[config.mk]
export PLATFORM = sky130hd
export DESIGN_NAME = phy_irq_status
export DESIGN_NICKNAME = d
export VERILOG_FILES = /design/src/phy_irq_status.v /design/src/ms_tick_divider.v /design/src/level_edge_detect.v
export VERILOG_INCLUDE_DIRS = /design/src
export SDC_FILE = /design/constraint.sdc
export NUM_CORES = 1
export LEC_CHECK = 0
export ABC_AREA = 0
export BUFFER_PORTS_ARGS = -buffer_cell sky130_fd_sc_hd__buf_4
export CAP_MARGIN = 10
export CORE_MARGIN = 2
export CORE_UTILIZATION = 45
export DETAILED_ROUTE_END_ITERATION = 12
export HOLD_SLACK_MARGIN = 0.15
export PLACE_DENSITY = 0.67
export SYNTH_ARGS = -nofsm -noshare
export SYNTH_HDL_FRONTEND = slang
export SYNTH_SLANG_ARGS = --single-unit
[constraint.sdc]
create_clock -name ref_clk_i -period 5.4 [get_ports ref_clk_i]
set_input_delay 0.27 -clock ref_clk_i [delete_from_list [all_inputs] [get_ports ref_clk_i]]
set_output_delay 0.27 -clock ref_clk_i [all_outputs]
set_load 0.005 [all_outputs]
[src/phy_irq_defs.vh]
/*
 * constants for the interrupt and special status block: register
 * addresses, field positions, reset values and timing counts.
 * assumes it is included once per file by its bare name.
 */
`ifndef PHY_IRQ_DEFS_VH
`define PHY_IRQ_DEFS_VH

// management register addresses (5-bit register index)
`define ADDR_TEST 5'h1c
`define ADDR_FLAGS 5'h1d
`define ADDR_MASK 5'h1e
`define ADDR_SPECIAL 5'h1f

// flag and mask fields occupy bits 7..1; internal vectors use index 0..6
`define SRC_HI 7
`define SRC_LO 1
`define IDX_ENERGY 6
`define IDX_RFAULT 4
`define IDX_LINK 3
`define IDX_PDF 1
`define IDX_PAGE 0

// special control/status fields
`define SPC_AUTODONE 12
`define SPC_GPO_HI 9
`define SPC_GPO_LO 7
`define SPC_ENC 6
`define SPC_SPD_HI 4
`define SPC_SPD_LO 2
`define SPC_SCR 0

// reset values
`define RST_MASK 7'h00
`define RST_FLAGS 7'h40
`define RST_LEVELS 7'h40
`define RST_GPO 3'h0
`define RST_ENC 1'b1
`define RST_SCR 1'b0
`define FALL_SOURCES 7'h08

// timing
`define CLK_HZ 50000000
`define MS_PER_S 1000
`define TICK_CYCLES_DEF (`CLK_HZ / `MS_PER_S)
`define ENERGY_PULSE_MS 9'h100

`endif

[src/phy_irq_status.v]
/*
 * interrupt flags, interrupt mask, interrupt output and the special
 * control/status register of the management register space.
 * assumes the status inputs come from other register blocks on the same
 * clock, except line energy which arrives from the analog squelch.
 * register access is a simple read/write strobe port with a 5-bit index;
 * read data is registered and valid the cycle after the read strobe.
 */
`timescale 1ns/1ps
`include "phy_irq_defs.vh"

module phy_irq_status #(
    parameter TICK_CYCLES = `TICK_CYCLES_DEF
) (
    input wire ref_clk_i,
    input wire rst_n_i,
    // register access port
    input wire [4:0] reg_addr_i,
    input wire reg_rd_i,
    input wire reg_wr_i,
    input wire [15:0] reg_wdata_i,
    output reg [15:0] reg_rdata_o,
    // asynchronous energy detect from the line receiver
    input wire line_energy_present_i,
    // status levels from the other register blocks
    input wire autoneg_complete_i,
    input wire remote_fault_i,
    input wire link_status_i,
    input wire partner_ack_i,
    input wire parallel_detect_fault_i,
    input wire page_received_i,
    input wire [2:0] resolved_speed_duplex_i,
    // one-cycle events from the other register blocks
    input wire basic_status_read_i,
    input wire expansion_read_i,
    input wire renegotiate_i,
    // interrupt mode select held in the mode control register
    input wire alternate_irq_select_i,
    // outputs
    output reg irq_out_low_o,
    output reg [2:0] general_outputs_o,
    output reg enc_4b5b_enable_o,
    output reg scramble_disable_o,
    output reg line_energy_status_o
);

    // address compare shared by the read and write decode
    function hit;
        input [4:0] addr;
        input [4:0] target;
        begin
            hit = (addr == target);
        end
    endfunction

    reg energy_s1_r;
    reg energy_s2_r;
    reg [6:0] flag_r;
    reg [6:0] flag_nxt;
    reg [6:0] mask_r;
    reg armed_r;
    reg armed_nxt;
    reg [8:0] pulse_cnt_r;
    reg [8:0] pulse_cnt_nxt;
    reg irq_any;
    reg [6:0] clr;
    reg [6:0] primary_clr;
    reg [6:0] alt_clr;
    reg [15:0] rdata_mux;
    wire [6:0] levels;
    wire [6:0] src_active;
    wire [6:0] ev_assert;
    wire [6:0] ev_release;
    wire ms_tick;
    wire rd_flags;
    wire wr_flags;
    wire wr_mask;
    wire wr_special;
    wire link_down;

    // energy detect is an analog-side level: two flops before use.
    // both reset to 1 so the status starts as present.
    always @(posedge ref_clk_i) begin
        if (!rst_n_i) begin
            energy_s1_r <= 1'b1;
            energy_s2_r <= 1'b1;
        end else begin
            energy_s1_r <= line_energy_present_i;
            energy_s2_r <= energy_s1_r;
        end
    end

    // source levels ordered as flag bits 7 down to 1
    assign levels = {energy_s2_r, autoneg_complete_i, remote_fault_i,
                     link_status_i, partner_ack_i, parallel_detect_fault_i,
                     page_received_i};

    // a source is in its interrupting state when high, link when low
    assign src_active = levels ^ `FALL_SOURCES;

    level_edge_detect #(
        .RESET_LEVEL(`RST_LEVELS),
        .FALL_MASK(`FALL_SOURCES)
    ) u_edges (
        .ref_clk_i(ref_clk_i),
        .rst_n_i(rst_n_i),
        .level_i(levels),
        .assert_o(ev_assert),
        .release_o(ev_release)
    );

    ms_tick_divider #(
        .CYCLES(TICK_CYCLES)
    ) u_tick (
        .ref_clk_i(ref_clk_i),
        .rst_n_i(rst_n_i),
        .tick_o(ms_tick)
    );

    // register access decode
    assign rd_flags = reg_rd_i & hit(reg_addr_i, `ADDR_FLAGS);
    assign wr_flags = reg_wr_i & hit(reg_addr_i, `ADDR_FLAGS);
    assign wr_mask = reg_wr_i & hit(reg_addr_i, `ADDR_MASK);
    assign wr_special = reg_wr_i & hit(reg_addr_i, `ADDR_SPECIAL);
    assign link_down = ev_assert[`IDX_LINK];

    // primary mode deassert events per source
    always @* begin
        // opposite edge clears, except link whose release edge is masked off
        primary_clr = ev_release & ~`FALL_SOURCES;
        // every flag clears on a read of the flag register
        primary_clr = primary_clr | {7{rd_flags}};
        primary_clr[`IDX_RFAULT] = primary_clr[`IDX_RFAULT]
                                   | basic_status_read_i;
        primary_clr[`IDX_LINK] = primary_clr[`IDX_LINK]
                                 | basic_status_read_i;
        primary_clr[`IDX_PDF] = primary_clr[`IDX_PDF] | expansion_read_i
                                | renegotiate_i | link_down;
        primary_clr[`IDX_PAGE] = primary_clr[`IDX_PAGE] | expansion_read_i
                                 | renegotiate_i | link_down;
    end

    // alternate mode: writing 1 clears only once the source has gone
    // inactive, otherwise the flag stays set
    always @* begin
        alt_clr = {7{wr_flags}} & reg_wdata_i[`SRC_HI:`SRC_LO] & ~src_active;
    end

    // flags latch high; a new event in the clearing cycle wins
    always @* begin
        clr = alternate_irq_select_i ? alt_clr : primary_clr;
        flag_nxt = ev_assert | (flag_r & ~clr);
    end

    // late energy pulse: armed when the energy flag is cleared by a read
    // while energy is still present and its source is enabled; the pulse
    // fires when energy later drops. limitation: only primary mode arms.
    always @* begin
        armed_nxt = armed_r;
        pulse_cnt_nxt = pulse_cnt_r;
        if (!alternate_irq_select_i && rd_flags && energy_s2_r
                && mask_r[`IDX_ENERGY] && flag_r[`IDX_ENERGY]) begin
            armed_nxt = 1'b1;
        end
        if (!mask_r[`IDX_ENERGY]) begin
            // clearing the mask disarms, as the service routine should do
            armed_nxt = 1'b0;
        end
        if (armed_r && ev_release[`IDX_ENERGY]) begin
            armed_nxt = 1'b0;
            pulse_cnt_nxt = `ENERGY_PULSE_MS;
        end else if (ms_tick && pulse_cnt_r != 9'h000) begin
            pulse_cnt_nxt = pulse_cnt_r - 9'h001;
        end
    end

    // interrupt request from enabled flags or the late energy pulse
    always @* begin
        irq_any = (|(flag_nxt & mask_r)) | (pulse_cnt_nxt != 9'h000);
    end

    // flag, pulse and interrupt output state
    always @(posedge ref_clk_i) begin
        if (!rst_n_i) begin
            flag_r <= `RST_FLAGS;
            armed_r <= 1'b0;
            pulse_cnt_r <= 9'h000;
            irq_out_low_o <= 1'b1;
            line_energy_status_o <= 1'b1;
        end else begin
            flag_r <= flag_nxt;
            armed_r <= armed_nxt;
            pulse_cnt_r <= pulse_cnt_nxt;
            // registered, so it follows the event by one clock
            irq_out_low_o <= ~irq_any;
            line_energy_status_o <= energy_s2_r;
        end
    end

    // mask register: bits 7..1 writable, the rest not stored
    always @(posedge ref_clk_i) begin
        if (!rst_n_i)
            mask_r <= `RST_MASK;
        else if (wr_mask)
            mask_r <= reg_wdata_i[`SRC_HI:`SRC_LO];
    end

    // special control fields; reserved bits are not stored
    always @(posedge ref_clk_i) begin
        if (!rst_n_i) begin
            general_outputs_o <= `RST_GPO;
            enc_4b5b_enable_o <= `RST_ENC;
            scramble_disable_o <= `RST_SCR;
        end else if (wr_special) begin
            general_outputs_o <= reg_wdata_i[`SPC_GPO_HI:`SPC_GPO_LO];
            enc_4b5b_enable_o <= reg_wdata_i[`SPC_ENC];
            scramble_disable_o <= reg_wdata_i[`SPC_SCR];
        end
    end

    // read mux; the flag value returned is the one before the clear.
    // the test register reads zero and accepts no write
    always @* begin
        rdata_mux = 16'h0000;
        case (reg_addr_i)
            `ADDR_FLAGS: begin
                rdata_mux[`SRC_HI:`SRC_LO] = flag_r;
            end
            `ADDR_MASK: begin
                rdata_mux[`SRC_HI:`SRC_LO] = mask_r;
            end
            `ADDR_SPECIAL: begin
                rdata_mux[`SPC_AUTODONE] = autoneg_complete_i;
                rdata_mux[`SPC_GPO_HI:`SPC_GPO_LO] = general_outputs_o;
                rdata_mux[`SPC_ENC] = enc_4b5b_enable_o;
                rdata_mux[`SPC_SPD_HI:`SPC_SPD_LO] = resolved_speed_duplex_i;
                rdata_mux[`SPC_SCR] = scramble_disable_o;
            end
            default: begin
                rdata_mux = 16'h0000;
            end
        endcase
    end

    // read data is captured on the strobe and held until the next read
    always @(posedge ref_clk_i) begin
        if (!rst_n_i)
            reg_rdata_o <= 16'h0000;
        else if (reg_rd_i)
            reg_rdata_o <= rdata_mux;
    end

endmodule

[src/ms_tick_divider.v]
/*
 * divider that turns the system clock into a one-cycle pulse per
 * millisecond. assumes a single clock and a synchronous active-low reset.
 */
`timescale 1ns/1ps
module ms_tick_divider #(
    parameter CYCLES = 50000
) (
    input wire ref_clk_i,
    input wire rst_n_i,
    output reg tick_o
);
    reg [15:0] cnt_r;

    // count down, pulse on wrap; cycles beyond 65536 are not supported
    always @(posedge ref_clk_i) begin
        if (!rst_n_i) begin
            cnt_r <= 16'h0000;
            tick_o <= 1'b0;
        end else if (cnt_r == 16'h0000) begin
            cnt_r <= CYCLES[15:0] - 16'h0001;
            tick_o <= 1'b1;
        end else begin
            cnt_r <= cnt_r - 16'h0001;
            tick_o <= 1'b0;
        end
    end
endmodule

[src/level_edge_detect.v]
/*
 * per-bit edge detector for the interrupt sources. a bit flagged in
 * FALL_MASK asserts on its falling edge, the others on their rising edge.
 * assumes inputs are already in the clock domain.
 */
`timescale 1ns/1ps
module level_edge_detect #(
    parameter [6:0] RESET_LEVEL = 7'h00,
    parameter [6:0] FALL_MASK = 7'h00
) (
    input wire ref_clk_i,
    input wire rst_n_i,
    input wire [6:0] level_i,
    output wire [6:0] assert_o,
    output wire [6:0] release_o
);
    reg [6:0] prev_r;

    // remember last level; reset level avoids a false edge after reset
    always @(posedge ref_clk_i) begin
        if (!rst_n_i)
            prev_r <= RESET_LEVEL;
        else
            prev_r <= level_i;
    end

    genvar i;
    generate
        for (i = 0; i < 7; i = i + 1) begin : g_edge
            wire rise = level_i[i] & ~prev_r[i];
            wire fall = ~level_i[i] & prev_r[i];
            assign assert_o[i] = FALL_MASK[i] ? fall : rise;
            assign release_o[i] = FALL_MASK[i] ? rise : fall;
        end
    endgenerate
endmodule

# Yosys cells after proc, flatten, opt, wreduce, memory -nomap -nowiden
# Cells that the tools add are included.
# totals
output_inout_bits	23
regBits	68
elab_cells	96
# classes
n_eq_ne	3
addsub	2
n_reduce_logical	13
muxes	12
bitwise	50
# op_table
operator	n
7-bit AND	4
9-bit two-way mux	2
9-bit nonzero test	2
1-bit AND	17
16-bit zero test	1
16-bit two-way mux	1
1-bit inverter	16
16-bit by 1-bit subtractor with 16-bit output, second input constant	1
5-bit equality test, second input constant	3
7-bit inverter	2
7-bit bitwise OR	2
1-bit bitwise OR	9
3-bit case mux with 3 select lines	1
9-bit by 1-bit subtractor with 9-bit output, second input constant	1
7-bit two-way mux	1
7-bit OR reduction	1
1-bit logical AND	6
2-bit case mux with 3 select lines	1
1-bit case mux with 2 select lines	2
1-bit two-way mux	3
3-bit OR reduction	1
2-bit two-way mux	1
2-bit OR reduction	1
1-bit zero test	1

# Depth between registers and ports, before layout
# depth
word_depth	14
depth_mapped	9

# By module
# From an unflattened synthesis, not the netlist that was laid out.
# unflattened
hier_cells	367
area_unflattened_um2	3308.2
# modules_own_cells
mod	seq_area_each_um2	area_each_um2	cells_per_inst	instances
phy_irq_status	880.8	2153.3	247	1
ms_tick_divider	340.3	778.2	78	1
level_edge_detect	140.1	376.6	42	1

# Least setup slack after synthesis
# Ideal clock, no wire load.
# synth_path
path_type	register -> register
from	register pulse_cnt_r[3]
to	register irq_out_low_o
n_path_buf	0
arrival_time_ps	2102
t_required_ps	5304
path_slack_ps	3202
path_stages_with_launch	7
path_cell_list	dfxtp_1 -> or4_4 -> o41ai_4 -> or4b_1 -> nand2_1 -> a2111o_1 -> o41ai_2
# synth_via
elab_chain_len	7
# synth_lines
item	line	text
start, declared	phy_irq_status.v:63	reg [8:0] pulse_cnt_r;
start signal, assigned	phy_irq_status.v:193	pulse_cnt_r <= pulse_cnt_nxt;
branches (longest 2 deep; another with 9-bit by 1-bit subtractor with 9-bit output)	n/a	
9-bit two-way mux (*)	phy_irq_status.v:172	end else if (ms_tick && pulse_cnt_r != 9'h000) begin
9-bit two-way mux (*)	phy_irq_status.v:169	if (armed_r && ev_release[`IDX_ENERGY]) begin
9-bit nonzero test (*)	phy_irq_status.v:179	irq_any = (|(flag_nxt & mask_r)) | (pulse_cnt_nxt != 9'h000);
1-bit bitwise OR (*)	phy_irq_status.v:179	
1-bit inverter (*)	phy_irq_status.v:195	irq_out_low_o <= ~irq_any;
end signal, assigned	phy_irq_status.v:195	
end, declared	phy_irq_status.v:40	output reg irq_out_low_o,
# Mark *: on every way between the ends.
# A chain may end at the register's enable or synchronous reset.

# Worst setup path after layout
# Same ends and word-level chain as after synthesis.

==> impl_metrics.py <==
metrics = {
    "status": {
        "outcome": "finished clean",
    },
    "timing": {
        "finalCriticalPeriod_ns": 2.423,
        "layout_setup_ws_ns": 2.977,
        "relSlewSlack_pct": 56.65,
        "maxSlewViolCount": 0,
        "fin_tns_setup_ns": 0,
        "post-route-period-util_pct": 44.87,
        "setup_violations": 0,
        "worstMarginPinSlew_ns": 0.6489,
        "fin_worst_skew_ns": 0.006009,
        "hold_viol_final": 0,
        "rsz0062_at_grt": "false",
        "fmaxAchievable_mhz": 412.7,
    },
    "die": {
        "core_um2": 6681,
        "die_w_um": 86.50,
        "num_rows": 30,
        "ios": 62,
        "fp.dieH_um": 86.50,
        "die_area_um2": 7482,
        "initial_utilization_pct": 45.84,
    },
    "layout": {
        "multiInputGateArea_um2": 1602,
        "antenna_cells": 0,
        "num-nets-final": 444,
        "n_fill_cell": 619,
        "fin_util_pct": 55.34,
        "regArea_um2": 1341,
        "drive_above_1_share_pct": 19.66,
        "postLayoutCellArea_um2": 3697,
        "area_delta_synth_final_pct": 20.71,
    },
    "run": {
        "drv_cap": 0,
    },
    "clocking": {
        "cts_root_buf": "clkbuf_8",
        "clk_latency_ns": 0.34,
        "clockBufferDepth": 2,
        "cts_setup_buffers": 0,
        "clkTransAtPathRegs_ns": 0.08,
        "htreeDepth": 3,
        "cts_sinks": 67,
        "cts_resized": 0,
        "cts_buffers": 9,
        "cts_tree": "yes",
    },
    "placement": {
        "placed_area_um2": 3471,
        "post-place-ws_ns": 2.965,
        "dp_hpwl_mm": 5.114,
        "gp_congestion": 0.8750,
        "io_buffer_count": 50,
    },
    "critical_path": {
        "crit_path_end_kind": "register",
        "crit_path_cell_trace": "or4_4, o41ai_4, nor4_1, xnor2_1, o311ai_0, o41ai_2",
        "critPathSlowestCell": "or4_4",
        "criticalPathCategory": "register to register",
        "critPathArrivalTime_ns": 2.67,
        "max_stage_delay_ns": 0.59,
        "path_max_fanout": 8,
        "r2r_slack_ns": 2.98,
        "cp.required_ns": 5.65,
        "critPathLaunchType": "register",
    },
    "synth": {
        "synth_seq_cells": 67,
        "yosysWarnings": 0,
        "synthesis.area_um2": 3063,
        "synth-edff-count": 0,
        "synthCells": 351,
        "synth_ff_type": "dfxtp_1",
        "ys_types": 57,
        "synthArstFlopShare_pct": 0,
        "avgSynthCellArea_um2": 8.726,
        "ys_seq_area_share_pct": 43.79,
    },
    "routing": {
        "avgViaCountPerCell": 5.460,
        "vias": 2659,
        "drcViolationCount": 0,
        "postRouteAntennaNets": 0,
        "wl_per_cell_um": 14.84,
        "drt_wl_total_mm": 7.227,
        "first_pass_iters": 4,
        "drtIter0Drc": 133,
    },
    "global_route": {
        "top_usage_layer": "met2",
        "grt_overflow": 0,
        "gr-usage-met3_pct": 5.714,
        "antenna_found_initial": 0,
        "use_met1_pct": 27.62,
        "grt_max_degree": 29,
        "grt_pass1_wl_mm": 11.91,
        "track_usage_pct": 20.65,
        "grtUsageMet2_pct": 30.98,
        "grt_pass1_vias": 2460,
    },
    "worst_hold_path": {
        "hold_path_class": "primary input to register",
    },
    "pwr": {
        "power_density_nw_per_um2": 339.9,
        "vdd_drop_max_mv": 0.2964,
        "cellLeakagePower_nw": 1.518,
    },
}
path summary, 6_finish.rpt:
kind	cells after the start	start	endpoint
max	6	pulse_cnt_r[3]$_SDFF_PN0_	irq_out_low_o$_SDFF_PN1_
min	3	reg_wdata_i[8]	general_outputs_o[1]$_SDFFE_PN0P_
max reg2reg	6	pulse_cnt_r[3]$_SDFF_PN0_	irq_out_low_o$_SDFF_PN1_
min reg2reg	1	energy_s1_r$_SDFF_PN1_	energy_s2_r$_SDFF_PN1_
placed cells by master (no fill, tap or decap), types with 5 or more instances in the layout:
cell / netlist / routed
and2_1: 7 / 7
a22oi_1: 12 / 12
conb_1: 1 / 5
nor4_1: 5 / 5
and3_1: 6 / 6
dfxtp_1: 67 / 67
mux2_2: 5 / 5
xor2_1: 5 / 5
o21ai_0: 9 / 9
nand2_1: 22 / 22
dlygate4sd3_1: 0 / 5
mux2i_1: 12 / 12
buf_4: 5 / 51
nand2b_1: 5 / 5
inv_1: 12 / 12
clkbuf_8: 0 / 10
a21oi_1: 25 / 25
nor2_1: 60 / 60
xnor2_1: 10 / 10
state kept, by name, indices dropped and copies added, names as in the netlist, 3 cells and up:
name	flops
flag_r	7
general_outputs_o	3
mask_r	7
pulse_cnt_r	9
reg_rdata_o	11
u_edges.prev_r	7
u_tick.cnt_r	16
stage by stage:
step           hold WS [ns]  std cells  power, mW
3_5_place_dp         0.3965        467     0.8907
6_report             0.1672        487      1.257
5_1_grt              0.1576        487      1.336
2_1_floorplan        0.3430        355     0.8209
4_1_cts              0.1502        487      1.271
3_3_place_gp         0.3940        467     0.8820
timing repair:
item,4_1_cts,5_1_grt
setup endpoints to repair,0,0
hold buffers,5,0
hold endpoints to repair,5,0
synth_stat cells, drive strengths merged (5+ instances only):
| cell type | count | area share (%) |
|---|---|---|
| inv | 12 | 1.5 |
| nand2b | 5 | 1.0 |
| o21ai | 9 | 1.5 |
| and2 | 7 | 1.4 |
| nand2 | 22 | 2.7 |
| a21oi | 25 | 4.1 |
| a22oi | 12 | 2.9 |
| mux2i | 12 | 3.9 |
| xor2 | 5 | 1.4 |
| dfxtp | 67 | 44 |
| clkbuf | 13 | 1.6 |
| and3 | 6 | 1.2 |
| nor2 | 60 | 7.4 |
| buf | 6 | 1.3 |
| or3 | 6 | 1.4 |
| xnor2 | 10 | 2.9 |
| mux2 | 5 | 1.8 |
| nor4 | 5 | 1.0 |
layout make-up:
type	instances	share of cell area, %
sequential	67	36.28
multi-input combinational	257	43.32
clock inverter	5	1.049
inverter	12	1.218
clock buffer	10	3.723
tap	80	2.707
timing repair buffer	56	11.71
critical path: cells and delay by family (launching register included):
kind	cells	cell delay, ns
simple gates	2	0.70
compound gates	3	1.02
flops	1	0.37
xor+xnor	1	0.25
power breakdown:
part           leakage (nW)  internal [mW]  switching, mW
sequential            0.547          0.554         0.0541
clock                0.0887          0.179          0.194
combinational         0.883          0.132          0.143
total                  1.52          0.865          0.392
routing by layer:
metal / wire (um) / vias up
li1: - / 1344
met1: 3379 / 1235
met2: 3290 / 71
met3: 430 / 9
met4: 127 / 0
met5: 0 / -
cells by family (layout without fill, tap and decap cells):
family                   Yosys count  in the layout  synth area share (%)
AO/OA/AOI/OAI                     78             78                 18.06
AND/OR/NAND/NOR                  140            140                 22.75
adder cells (fa/ha/maj)            2              2                0.8169
XOR/XNOR                          15             15                 4.289
multiplexers                      17             17                 5.760
flip-flops                        67             67                 43.79
buffers and inverters             31             83                 4.412
other                              1              5                0.1224
Power figures use the tool's default switching activity.
